## src/pkg/lpb_map.svh

```systemverilog
// constants for the non-multiplexed local bus cycle engine
// assumes inclusion by the package and the engine; definitions only
`ifndef LPB_MAP_SVH
`define LPB_MAP_SVH

`define LPB_MAX_CS          8
`define LPB_CORE_CLK_MHZ    50
`define LPB_BUS_MAX_MHZ     66
`define LPB_REF_DIV_MIN \
  ((`LPB_CORE_CLK_MHZ + `LPB_BUS_MAX_MHZ - 1) / `LPB_BUS_MAX_MHZ)
`define LPB_CS_BASE_TICKS   2
`define LPB_PRIMARY_WAIT_LSB 8
`define LPB_EXTRA_WAIT_LSB  0
`define LPB_WAIT_FIELD_W    8
`define LPB_WAIT_W          16
`define LPB_TURN_W          4
`define LPB_SETUP_TICKS     1
`define LPB_HOLD_TICKS      1
`define LPB_CS_N_RESET      8'hFF
`define LPB_WAIT_RESET      16'h0000
`define LPB_TURN_RESET      4'h0

`endif

```

## src/pkg/lpb_pkg.sv

```systemverilog
// types shared by the local bus cycle engine and its helpers
// assumes the constants header is found by bare name
`include "lpb_map.svh"
package lpb_pkg;
  typedef enum logic [1:0] {
    LPB_MODE_PLAIN,
    LPB_MODE_WIDE_FLASH,
    LPB_MODE_GRAPHICS
  } lpb_mode_t;

  typedef enum logic [2:0] {
    LPB_ST_IDLE,
    LPB_ST_SETUP,
    LPB_ST_ACTIVE,
    LPB_ST_HOLD,
    LPB_ST_TURN
  } lpb_state_t;
endpackage : lpb_pkg

```

## src/rtl/lpb_cs_table.sv

```systemverilog
// per chip-select configuration store, written through plain ports
// assumes the engine reads the entry of the select it is about to use
`timescale 1ns/1ps
`include "lpb_map.svh"
module lpb_cs_table
  import lpb_pkg::*;
#(
  parameter int NUM_CS = `LPB_MAX_CS,
  parameter int IDX_W  = 3
) (
  input  wire logic                    core_clk_i,
  input  wire logic                    reset_i,
  input  wire logic                    cfg_we_i,
  input  wire logic [IDX_W-1:0]        cfg_sel_i,
  input  wire logic                    cfg_enable_i,
  input  wire logic [`LPB_WAIT_FIELD_W-1:0] cfg_primary_wait_i,
  input  wire logic [`LPB_WAIT_FIELD_W-1:0] cfg_extra_wait_i,
  input  wire logic [`LPB_TURN_W-1:0]  cfg_turnaround_i,
  input  wire lpb_pkg::lpb_mode_t      cfg_mode_i,
  input  wire logic [IDX_W-1:0]        rd_sel_i,
  output logic                         rd_enable_o,
  output logic [`LPB_WAIT_W-1:0]       rd_wait_o,
  output logic [`LPB_TURN_W-1:0]       rd_turn_o,
  output lpb_pkg::lpb_mode_t           rd_mode_o
);
  logic                      en_r   [NUM_CS];
  logic [`LPB_WAIT_W-1:0]    wait_r [NUM_CS];
  logic [`LPB_TURN_W-1:0]    turn_r [NUM_CS];
  lpb_mode_t                 mode_r [NUM_CS];

  // each select configured on its own
  always_ff @(posedge core_clk_i or posedge reset_i) begin
    if (reset_i) begin
      for (int i = 0; i < NUM_CS; i++) begin
        en_r[i]   <= 1'b0;
        wait_r[i] <= `LPB_WAIT_RESET;
        turn_r[i] <= `LPB_TURN_RESET;
        mode_r[i] <= LPB_MODE_PLAIN;
      end
    end else if (cfg_we_i && (int'(cfg_sel_i) < NUM_CS)) begin
      en_r[cfg_sel_i]   <= cfg_enable_i;
      wait_r[cfg_sel_i] <= {cfg_primary_wait_i, cfg_extra_wait_i};
      turn_r[cfg_sel_i] <= cfg_turnaround_i;
      mode_r[cfg_sel_i] <= cfg_mode_i;
    end
  end

  // out-of-range select reads as a disabled entry
  always_comb begin
    rd_enable_o = 1'b0;
    rd_wait_o   = `LPB_WAIT_RESET;
    rd_turn_o   = `LPB_TURN_RESET;
    rd_mode_o   = LPB_MODE_PLAIN;
    if (int'(rd_sel_i) < NUM_CS) begin
      rd_enable_o = en_r[rd_sel_i];
      rd_wait_o   = wait_r[rd_sel_i];
      rd_turn_o   = turn_r[rd_sel_i];
      rd_mode_o   = mode_r[rd_sel_i];
    end
  end
endmodule : lpb_cs_table

```

## src/rtl/lpb_nonmux.sv

```systemverilog
// non-multiplexed local bus cycle engine with chip selects and assertions
// assumes external parts obey the acknowledge window; one core clock
`timescale 1ns/1ps
`include "lpb_map.svh"
module lpb_nonmux
  import lpb_pkg::*;
#(
  parameter int NUM_CS  = `LPB_MAX_CS,
  parameter int ADDR_W  = 24,
  parameter int HI_W    = 8,
  parameter int DATA_W  = 32,
  parameter int SIZE_W  = 3,
  parameter int REF_DIV = 1
) (
  input  wire logic                   core_clk_i,
  input  wire logic                   reset_i,
  input  wire logic                   req_valid_i,
  output logic                        req_ready_o,
  input  wire logic [2:0]             req_cs_i,
  input  wire logic                   req_write_i,
  input  wire logic [ADDR_W-1:0]      req_addr_i,
  input  wire logic [HI_W-1:0]        req_addr_hi_i,
  input  wire logic [DATA_W-1:0]      req_wdata_i,
  input  wire logic [SIZE_W-1:0]      req_size_i,
  output logic                        rsp_valid_o,
  output logic                        rsp_error_o,
  output logic                        rsp_early_ack_o,
  output logic [DATA_W-1:0]           rsp_rdata_o,
  input  wire logic                   cfg_we_i,
  input  wire logic [2:0]             cfg_sel_i,
  input  wire logic                   cfg_enable_i,
  input  wire logic [7:0]             cfg_primary_wait_i,
  input  wire logic [7:0]             cfg_extra_wait_i,
  input  wire logic [`LPB_TURN_W-1:0] cfg_turnaround_i,
  input  wire lpb_pkg::lpb_mode_t     cfg_mode_i,
  output logic                        busy_o,
  output logic [`LPB_MAX_CS-1:0]      lb_cs_n_o,
  output logic [ADDR_W-1:0]           lb_addr_o,
  output logic [HI_W-1:0]             lb_addr_hi_o,
  output logic                        lb_addr_hi_oe_n_o,
  output logic                        lb_rw_o,
  output logic                        lb_oe_n_o,
  output logic [DATA_W-1:0]           lb_data_o,
  output logic                        lb_data_oe_n_o,
  input  wire logic [DATA_W-1:0]      lb_data_i,
  input  wire logic                   lb_ack_n_i,
  output logic                        transfer_start_strobe_n_o,
  output logic [SIZE_W-1:0]           transfer_byte_count_o
);
  localparam int CNT_W = `LPB_WAIT_W + 1;

  lpb_state_t                state_r;
  logic                      tick;
  logic [CNT_W-1:0]          cnt_r;
  logic [2:0]                sel_r;
  logic                      write_r;
  logic [`LPB_WAIT_W-1:0]    wait_cycles_r;
  logic [`LPB_TURN_W-1:0]    turnaround_cycles_r;
  lpb_mode_t                 mode_r;
  logic                      cfg_en;
  logic [`LPB_WAIT_W-1:0]    cfg_wait;
  logic [`LPB_TURN_W-1:0]    cfg_turn;
  lpb_mode_t                 cfg_mode;
  logic                      accept;
  logic                      ack_seen;
  logic                      cs_end;

  // a faster reference would break the external timing
  initial begin
    if (REF_DIV < `LPB_REF_DIV_MIN) $error("lpb_nonmux: bus above 66 MHz");
    if (NUM_CS < 1 || NUM_CS > `LPB_MAX_CS) $error("lpb_nonmux: NUM_CS");
    if (ADDR_W < 1 || HI_W < 1 || SIZE_W < 1) $error("lpb_nonmux: widths");
    if (DATA_W != 8 && DATA_W != 16 && DATA_W != 32)
      $error("lpb_nonmux: DATA_W must be 8, 16 or 32");
  end

  function automatic logic wide_mode(input lpb_mode_t m);
    return (m == LPB_MODE_WIDE_FLASH) || (m == LPB_MODE_GRAPHICS);
  endfunction : wide_mode

  lpb_tick_div #(.DIV(REF_DIV)) u_div (
    .core_clk_i (core_clk_i),
    .reset_i    (reset_i),
    .tick_o     (tick)
  );

  lpb_cs_table #(.NUM_CS(NUM_CS), .IDX_W(3)) u_table (
    .core_clk_i         (core_clk_i),
    .reset_i            (reset_i),
    .cfg_we_i           (cfg_we_i),
    .cfg_sel_i          (cfg_sel_i),
    .cfg_enable_i       (cfg_enable_i),
    .cfg_primary_wait_i (cfg_primary_wait_i),
    .cfg_extra_wait_i   (cfg_extra_wait_i),
    .cfg_turnaround_i   (cfg_turnaround_i),
    .cfg_mode_i         (cfg_mode_i),
    .rd_sel_i           (req_cs_i),
    .rd_enable_o        (cfg_en),
    .rd_wait_o          (cfg_wait),
    .rd_turn_o          (cfg_turn),
    .rd_mode_o          (cfg_mode)
  );

  // requests only on a tick so setup spans a full reference period
  assign req_ready_o = (state_r == LPB_ST_IDLE) && tick;
  assign accept      = req_valid_i && req_ready_o;
  assign busy_o      = (state_r != LPB_ST_IDLE);
  // acknowledge ignored in the first select tick
  assign ack_seen    = !lb_ack_n_i && (cnt_r != '0);
  assign cs_end      = (state_r == LPB_ST_ACTIVE) && tick &&
                       ((cnt_r == (CNT_W'(wait_cycles_r) + 1'b1)) ||
                        ack_seen);

  // sequencing and cycle counter
  always_ff @(posedge core_clk_i or posedge reset_i) begin
    if (reset_i) begin
      state_r <= LPB_ST_IDLE;
      cnt_r   <= '0;
    end else if (tick) begin
      case (state_r)
        LPB_ST_IDLE: begin
          if (accept && cfg_en) begin
            state_r <= LPB_ST_SETUP;
          end
        end
        LPB_ST_SETUP: begin
          state_r <= LPB_ST_ACTIVE;
          cnt_r   <= '0;
        end
        LPB_ST_ACTIVE: begin
          if (cs_end) begin
            state_r <= LPB_ST_HOLD;
          end else begin
            cnt_r <= cnt_r + 1'b1;
          end
        end
        LPB_ST_HOLD: begin
          cnt_r <= CNT_W'(1);
          if (!write_r && turnaround_cycles_r != '0) begin
            state_r <= LPB_ST_TURN;
          end else begin
            state_r <= LPB_ST_IDLE;
          end
        end
        LPB_ST_TURN: begin
          if (cnt_r >= CNT_W'(turnaround_cycles_r)) begin
            state_r <= LPB_ST_IDLE;
          end else begin
            cnt_r <= cnt_r + 1'b1;
          end
        end
        default: state_r <= LPB_ST_IDLE;
      endcase
    end
  end

  // latched request and its select's configuration
  always_ff @(posedge core_clk_i or posedge reset_i) begin
    if (reset_i) begin
      sel_r               <= 3'h0;
      write_r             <= 1'b0;
      wait_cycles_r       <= `LPB_WAIT_RESET;
      turnaround_cycles_r <= `LPB_TURN_RESET;
      mode_r              <= LPB_MODE_PLAIN;
    end else if (accept && cfg_en) begin
      sel_r               <= req_cs_i;
      write_r             <= req_write_i;
      wait_cycles_r       <= cfg_wait;
      turnaround_cycles_r <= cfg_turn;
      mode_r              <= cfg_mode;
    end
  end

  // address and direction presented one tick ahead, byte count too in graphics mode only
  always_ff @(posedge core_clk_i or posedge reset_i) begin
    if (reset_i) begin
      lb_addr_o             <= '0;
      lb_addr_hi_o          <= '0;
      lb_rw_o               <= 1'b1;
      transfer_byte_count_o <= '0;
    end else if (accept && cfg_en) begin
      lb_addr_o    <= req_addr_i;
      lb_addr_hi_o <= req_addr_hi_i;
      lb_rw_o      <= !req_write_i;
      if (cfg_mode == LPB_MODE_GRAPHICS) begin
        transfer_byte_count_o <= req_size_i;
      end
    end
  end

  // strobes: select, output enable, start strobe, upper pins
  always_ff @(posedge core_clk_i or posedge reset_i) begin
    if (reset_i) begin
      lb_cs_n_o         <= `LPB_CS_N_RESET;
      lb_oe_n_o         <= 1'b1;
      transfer_start_strobe_n_o <= 1'b1;
      lb_addr_hi_oe_n_o <= 1'b1;
    end else if (tick) begin
      if (accept && cfg_en) begin
        transfer_start_strobe_n_o <= !wide_mode(cfg_mode);
        lb_addr_hi_oe_n_o <= !wide_mode(cfg_mode);
      end else if (state_r == LPB_ST_SETUP) begin
        transfer_start_strobe_n_o <= 1'b1;
        lb_cs_n_o[sel_r] <= 1'b0;
        lb_oe_n_o        <= write_r;
      end else if (cs_end) begin
        lb_cs_n_o         <= `LPB_CS_N_RESET;
        lb_oe_n_o         <= 1'b1;
        lb_addr_hi_oe_n_o <= 1'b1;
      end
    end
  end

  // write data driven setup through hold, never on reads
  always_ff @(posedge core_clk_i or posedge reset_i) begin
    if (reset_i) begin
      lb_data_o      <= '0;
      lb_data_oe_n_o <= 1'b1;
    end else if (tick) begin
      if (accept && cfg_en && req_write_i) begin
        lb_data_o      <= req_wdata_i;
        lb_data_oe_n_o <= 1'b0;
      end else if (state_r == LPB_ST_HOLD) begin
        lb_data_oe_n_o <= 1'b1;
      end
    end
  end

  // answer: read data caught as the select ends
  always_ff @(posedge core_clk_i or posedge reset_i) begin
    if (reset_i) begin
      rsp_valid_o     <= 1'b0;
      rsp_error_o     <= 1'b0;
      rsp_early_ack_o <= 1'b0;
      rsp_rdata_o     <= '0;
    end else begin
      rsp_valid_o <= 1'b0;
      if (accept && !cfg_en) begin
        rsp_valid_o     <= 1'b1;
        rsp_error_o     <= 1'b1;
        rsp_early_ack_o <= 1'b0;
      end else if (cs_end) begin
        rsp_valid_o     <= 1'b1;
        rsp_error_o     <= 1'b0;
        rsp_early_ack_o <= ack_seen &&
                           (cnt_r != (CNT_W'(wait_cycles_r) + 1'b1));
        if (!write_r) begin
          rsp_rdata_o <= lb_data_i;
        end
      end
    end
  end

  // helper counters that only the checks below read
  logic             cs_on;
  logic [CNT_W:0]   cs_ticks_r;
  logic [CNT_W:0]   gap_r;
  logic             after_read_r;
  // the next acceptance reloads turnaround_cycles_r, so keep the read's
  logic [`LPB_TURN_W-1:0] turn_seen_r;

  assign cs_on = !(&lb_cs_n_o);

  always_ff @(posedge core_clk_i or posedge reset_i) begin
    if (reset_i) begin
      cs_ticks_r <= '0;
    end else if (!cs_on) begin
      cs_ticks_r <= '0;
    end else if (tick) begin
      cs_ticks_r <= cs_ticks_r + 1'b1;
    end
  end

  always_ff @(posedge core_clk_i or posedge reset_i) begin
    if (reset_i) begin
      gap_r        <= '0;
      after_read_r <= 1'b0;
      turn_seen_r  <= `LPB_TURN_RESET;
    end else if (cs_on) begin
      gap_r        <= '0;
      after_read_r <= lb_rw_o;
      turn_seen_r  <= turnaround_cycles_r;
    end else if (tick && gap_r != '1) begin
      gap_r <= gap_r + 1'b1;
    end
  end

  property p_cs_width;
    @(posedge core_clk_i) disable iff (reset_i)
    $rose(&lb_cs_n_o) && !rsp_early_ack_o |->
      cs_ticks_r == (CNT_W + 1)'(wait_cycles_r) + `LPB_CS_BASE_TICKS;
  endproperty
  a_cs_width: assert property (p_cs_width)
    else $error("select width differs from two plus wait ticks");

  property p_ack_ends;
    @(posedge core_clk_i) disable iff (reset_i)
    (state_r == LPB_ST_ACTIVE) && tick && cnt_r != '0 && !lb_ack_n_i
      |=> (&lb_cs_n_o) && (state_r == LPB_ST_HOLD);
  endproperty
  a_ack_ends: assert property (p_ack_ends)
    else $error("acknowledge did not end the select");

  property p_one_cs;
    @(posedge core_clk_i) disable iff (reset_i)
    $countones(~lb_cs_n_o) <= 1;
  endproperty
  a_one_cs: assert property (p_one_cs)
    else $error("more than one select active");

  property p_setup;
    @(posedge core_clk_i) disable iff (reset_i)
    $fell(&lb_cs_n_o) |-> $stable(lb_addr_o) && $stable(lb_rw_o) &&
      (lb_rw_o || $stable(lb_data_o));
  endproperty
  a_setup: assert property (p_setup)
    else $error("address, direction or data changed as select fell");

  property p_hold;
    @(posedge core_clk_i) disable iff (reset_i)
    $rose(&lb_cs_n_o) |-> $stable(lb_rw_o) && $stable(lb_addr_o) &&
      $stable(transfer_byte_count_o) ##1 $stable(lb_rw_o);
  endproperty
  a_hold: assert property (p_hold)
    else $error("direction or address not held after select");

  property p_oe_track;
    @(posedge core_clk_i) disable iff (reset_i)
    !lb_oe_n_o |-> cs_on && lb_rw_o && lb_data_oe_n_o;
  endproperty
  a_oe_track: assert property (p_oe_track)
    else $error("output enable outside a read select");

  property p_oe_with_cs;
    @(posedge core_clk_i) disable iff (reset_i)
    $fell(&lb_cs_n_o) && lb_rw_o |-> !lb_oe_n_o;
  endproperty
  a_oe_with_cs: assert property (p_oe_with_cs)
    else $error("output enable late on read");

  property p_start_pulse;
    @(posedge core_clk_i) disable iff (reset_i)
    !transfer_start_strobe_n_o && tick |-> wide_mode(mode_r) && (&lb_cs_n_o)
      ##1 transfer_start_strobe_n_o && cs_on;
  endproperty
  a_start_pulse: assert property (p_start_pulse)
    else $error("start strobe not one tick ahead of select");

  property p_hi_release;
    @(posedge core_clk_i) disable iff (reset_i)
    $rose(&lb_cs_n_o) |-> lb_addr_hi_oe_n_o;
  endproperty
  a_hi_release: assert property (p_hi_release)
    else $error("upper address pins not released with select");

  property p_turn_gap;
    @(posedge core_clk_i) disable iff (reset_i)
    $fell(lb_data_oe_n_o) && after_read_r |->
      gap_r >= (CNT_W + 1)'(turn_seen_r) + 1'b1;
  endproperty
  a_turn_gap: assert property (p_turn_gap)
    else $error("data driven inside the turnaround after a read");
endmodule : lpb_nonmux

```

## src/rtl/lpb_tick_div.sv

```systemverilog
// divider giving the bus reference tick as a one-cycle enable
// assumes a single core clock; DIV of 1 ticks every cycle
`timescale 1ns/1ps
module lpb_tick_div #(
  parameter int DIV = 1
) (
  input  wire logic core_clk_i,
  input  wire logic reset_i,
  output logic      tick_o
);
  localparam int CW = (DIV > 1) ? $clog2(DIV) : 1;

  logic [CW-1:0] cnt_r;

  initial begin
    if (DIV < 1) $error("lpb_tick_div: DIV must be at least 1");
  end

  always_ff @(posedge core_clk_i or posedge reset_i) begin
    if (reset_i) begin
      cnt_r <= '0;
    end else if (cnt_r == CW'(DIV - 1)) begin
      cnt_r <= '0;
    end else begin
      cnt_r <= cnt_r + 1'b1;
    end
  end

  assign tick_o = (cnt_r == CW'(DIV - 1));
endmodule : lpb_tick_div
```

## config.mk

```make
export PLATFORM = sky130hd
export DESIGN_NAME = lpb_nonmux
export DESIGN_NICKNAME = d
export VERILOG_FILES = /design/src/pkg/lpb_pkg.sv /design/src/rtl/lpb_cs_table.sv /design/src/rtl/lpb_nonmux.sv /design/src/rtl/lpb_tick_div.sv
export VERILOG_INCLUDE_DIRS = /design/src /design/src/pkg
export SDC_FILE = /design/constraint.sdc
export NUM_CORES = 1
export LEC_CHECK = 0
export BUFFER_PORTS_ARGS = -buffer_cell sky130_fd_sc_hd__clkbuf_2
export CAP_MARGIN = 0
export CORE_ASPECT_RATIO = 1.5
export CORE_MARGIN = 3
export CORE_UTILIZATION = 57
export CTS_CLUSTER_SIZE = 24
export DETAILED_ROUTE_END_ITERATION = 16
export GPL_TIMING_DRIVEN = 0
export PLACE_DENSITY = 0.86
export REMOVE_ABC_BUFFERS = 1
export SYNTH_ARGS = -nofsm -noshare
export SYNTH_HDL_FRONTEND = slang
export SYNTH_SLANG_ARGS = --single-unit
```

## constraint.sdc

```tcl
create_clock -name core_clk_i -period 17.45 [get_ports core_clk_i]
set_input_delay 5.235 -clock core_clk_i [delete_from_list [all_inputs] [get_ports core_clk_i]]
set_output_delay 5.235 -clock core_clk_i [all_outputs]
set_load 0.02 [all_outputs]
```

==> results by group <==
Logic synthesis
  – Seq/Total Area, Yosys: 0.565
  – List of most frequent post-synthesis cells: dfrtp_1 (330), mux2_2 (255), mux4_2 (46)
  – Prevailing post-synth register cell: dfrtp_1
  – Netlist cell types: 57
  – Ys Warns: 0
  – Synth area leader: dfrtp_1
  – #FFs+latches synth: 343
  – Post-Syn Area per Cell: 14.4 µm²
  – Yosys top cell area share: 0.543
  – Synth top area cells: dfrtp_1 (54%), mux2_2 (19%), mux4_2 (6.8%)
  – Count leader, synth: dfrtp_1
  – EDFF count, synth: 0
  – Cells after Synth: 1,056
  – Async SR Flop Fraction: 1.00
  – Synthesized cell area: 15,200 µm²

Timing
  – Slew headroom: 0.157
  – Hold slack: 482 ps
  – Worst Tran Pin Value: 1260 ps
  – Max Clock Freq: 0.128 GHz
  – Layout Skew: 11.6 ps
  – RSZ-0062 raised after global routing: no
  – Setup violations, final: 0
  – Hold Vio Cnt, Final: 0
  – Tmin final: 7790 ps
  – Final Max Tran Viols: 0
  – Final period utilization: 0.446

Setup path
  – CP delay by family, top: multiplexers
  – CP arrival: 8230 ps
  – Slowest stage cell, crit path: clkbuf_2
  – Critical path class: primary input to register
  – CP max stage delay: 900 ps
  – Crit path launch type: primary input
  – Crit path capture type: register
  – CP Buf/Inv Count: 1
  – Worst path required time: 17,890 ps
  – Cell breakdown of the critical path: clkbuf_2 -> mux4_2 -> mux2i_1 -> nor2_4 -> nand2_2 -> mux2_2
  – CP Max Fanout: 34

Detailed routing
  – Routed Antenna Nets: 0
  – WL per Instance: 20.2 µm
  – WL final: 33.5 mm
  – First-pass DRT Iterations: 6
  – Detailed router's first-iteration violation count: 841
  – Via count: 9,821
  – Vias per cell: 5.93
  – DR DRC count: 0

Global route
  – First-pass GRT wire length: 54.4 mm
  – GRT Residual Overflow: 0
  – Antenna violations before repair: 0
  – Vias in the first global route: 10,400
  – Largest net degree at the start of global routing: 137
  – All-Layer GR Usage: 0.233

CTS
  – CTS tree: built
  – Worst-Skew Late Latency: 560 ps
  – Clock transition at the registers of the reported paths: 70 ps
  – CTS Buffer Depth: 3
  – H-tree Lvls: 1
  – Root buffer cell: clkbuf_16
  – Post-CTS Hold Fix Bufs: 0
  – # clock sinks: 343
  – Post-CTS Setup Inserts: 0
  – Inserted Clock Buffers: 30
  – Post-CTS Resized: 0

Cells and area
  – Final nets: 1,442
  – Area grow syn2layout: 19.4%
  – Layout cell share with drive strength beyond 1: 0.494
  – Number of diodes: 0

Outcome
  – Status: completed

Job
  – Max Cap Viol: 0

Floorplan
  – Core area: 26,000 µm²
  – Area of the die: 28,700 µm²
  – Die H: 206 µm
  – Die Width: 139 µm
  – I/O pins: 251
  – Starting Density: 0.584
  – Row count: 72

Placement
  – RD Place Congestion: 0.821
  – DP HPWL: 22.8 mm
  – IO Port Bufs: 250

Power and ir drop
  – Total power: 2940 µW
  – PD cells: 162 nW/µm²
  – Max IR drop VDD: 0.000121 V
  – LEAKAGE: 0.00820 µW

Worst hold path
  – Tightest Hold Check Type: register to register
## path summary, 6_finish.rpt
| kind | startpoint | endpoint | slack (ps) | depth (start not counted) |
|---|---|---|---|---|
| min in group asynchronous | reset_i | lb_addr_o[13]$_DFFE_PP0P_ | 4890 | 2 |
| setup reg to reg | wait_cycles_r[0]$_DFFE_PP0P_ | rsp_rdata_o[10]$_DFFE_PP0P_ | 13130 | 9 |
| hold reg to reg | lb_cs_n_o[0]$_DFFE_PP1P_ | lb_cs_n_o[0]$_DFFE_PP1P_ | 480 | 2 |
| setup / recovery | req_cs_i[1] | lb_data_o[10]$_DFFE_PP0P_ | 9660 | 6 |
| hold / removal | lb_cs_n_o[0]$_DFFE_PP1P_ | lb_cs_n_o[0]$_DFFE_PP1P_ | 480 | 2 |
| max in group asynchronous | reset_i | sel_r[0]$_DFFE_PP0P_ | 11070 | 4 |
## metrics by stage
step / util / worst slack, ps / area, µm² / setup TNS, ps / std cells
floorplan: - / 2730 / 14900 / 0 / 997
global route: 0.698 / 9480 / 18200 / 0 / 1657
global placement: 0.638 / -245 / 16600 / -68310 / 1580
CTS: 0.698 / 9250 / 18200 / 0 / 1657
finish: 0.698 / 9660 / 18200 / 0 / 1657
detailed placement: 0.652 / 8620 / 17000 / 0 / 1601
## report_power, final
| part | total [µW] | leakage (µW) | internal (µW) | switching, µW |
|---|---|---|---|---|
| Sequential | 1230 | 0.00410 | 1060 | 166 |
| Combinational | 933 | 0.00352 | 418 | 516 |
| Clock | 779 | 0.000577 | 484 | 295 |
## sequential cells by signal (all words and copies together) (netlist names), 3 cells and up
register	cells
rsp_rdata_o	32
lb_addr_o	24
lb_addr_hi_o	8
wait_cycles_r	16
turnaround_cycles_r	4
sel_r	3
u_table.wait_r	128
lb_cs_n_o	8
u_table.en_r	8
u_table.turn_r	32
cnt_r	17
u_table.mode_r	16
state_r	3
lb_data_o	32
transfer_byte_count_o	3
## final cells by class
cell class / count / area (µm²)
clock buffer: 41 / 873
clock inverter: 15 / 307
fill: 1708 / 7860
inverter: 17 / 71.3
multi-input combinational: 637 / 6320
sequential: 343 / 8600
tap: 333 / 417
timing repair buffer: 271 / 1590
## cells in the final DEF, fill, tap and decap left out, drive strengths merged, types with 9 or more instances in the layout
cell type  netlist  routed
a21oi           29      29
nor2            43      43
nand2b          18      18
inv             17      18
dfstp           13      13
buf             24      21
nand2           19      19
clkbuf          35     291
o31ai           26      26
dfrtp          330     330
mux2i           23      23
mux4            46      46
nand4            9       9
bufinv           0       9
mux2           289     289
nand3           15      15
o21ai           24      24
## per-layer routing
metal,part of all wire,vias to the layer above,global-route usage
met3,0.056,56,0.0345
li1,-,4370,-
met4,0.021,0,0.0664
met1,0.38,5060,0.285
met5,0,-,0
met2,0.54,335,0.430
## worst min-delay path: cells and delay by family (launching register included)
kind,cells,cell delay (ps)
simple gates,1,50
compound gates,1,60
flops,1,370
## cells by family after synthesis
kind of cell,synth area share
muxes,0.297
DFF,0.565
and+or+nand+nor,0.0546
AOI/OAI and AO/OA,0.0438
buffers and inverters,0.0220
xor gates and xnor gates,0.0108
adders and majority gates,0.00658
(Power assumes the default switching activity.)
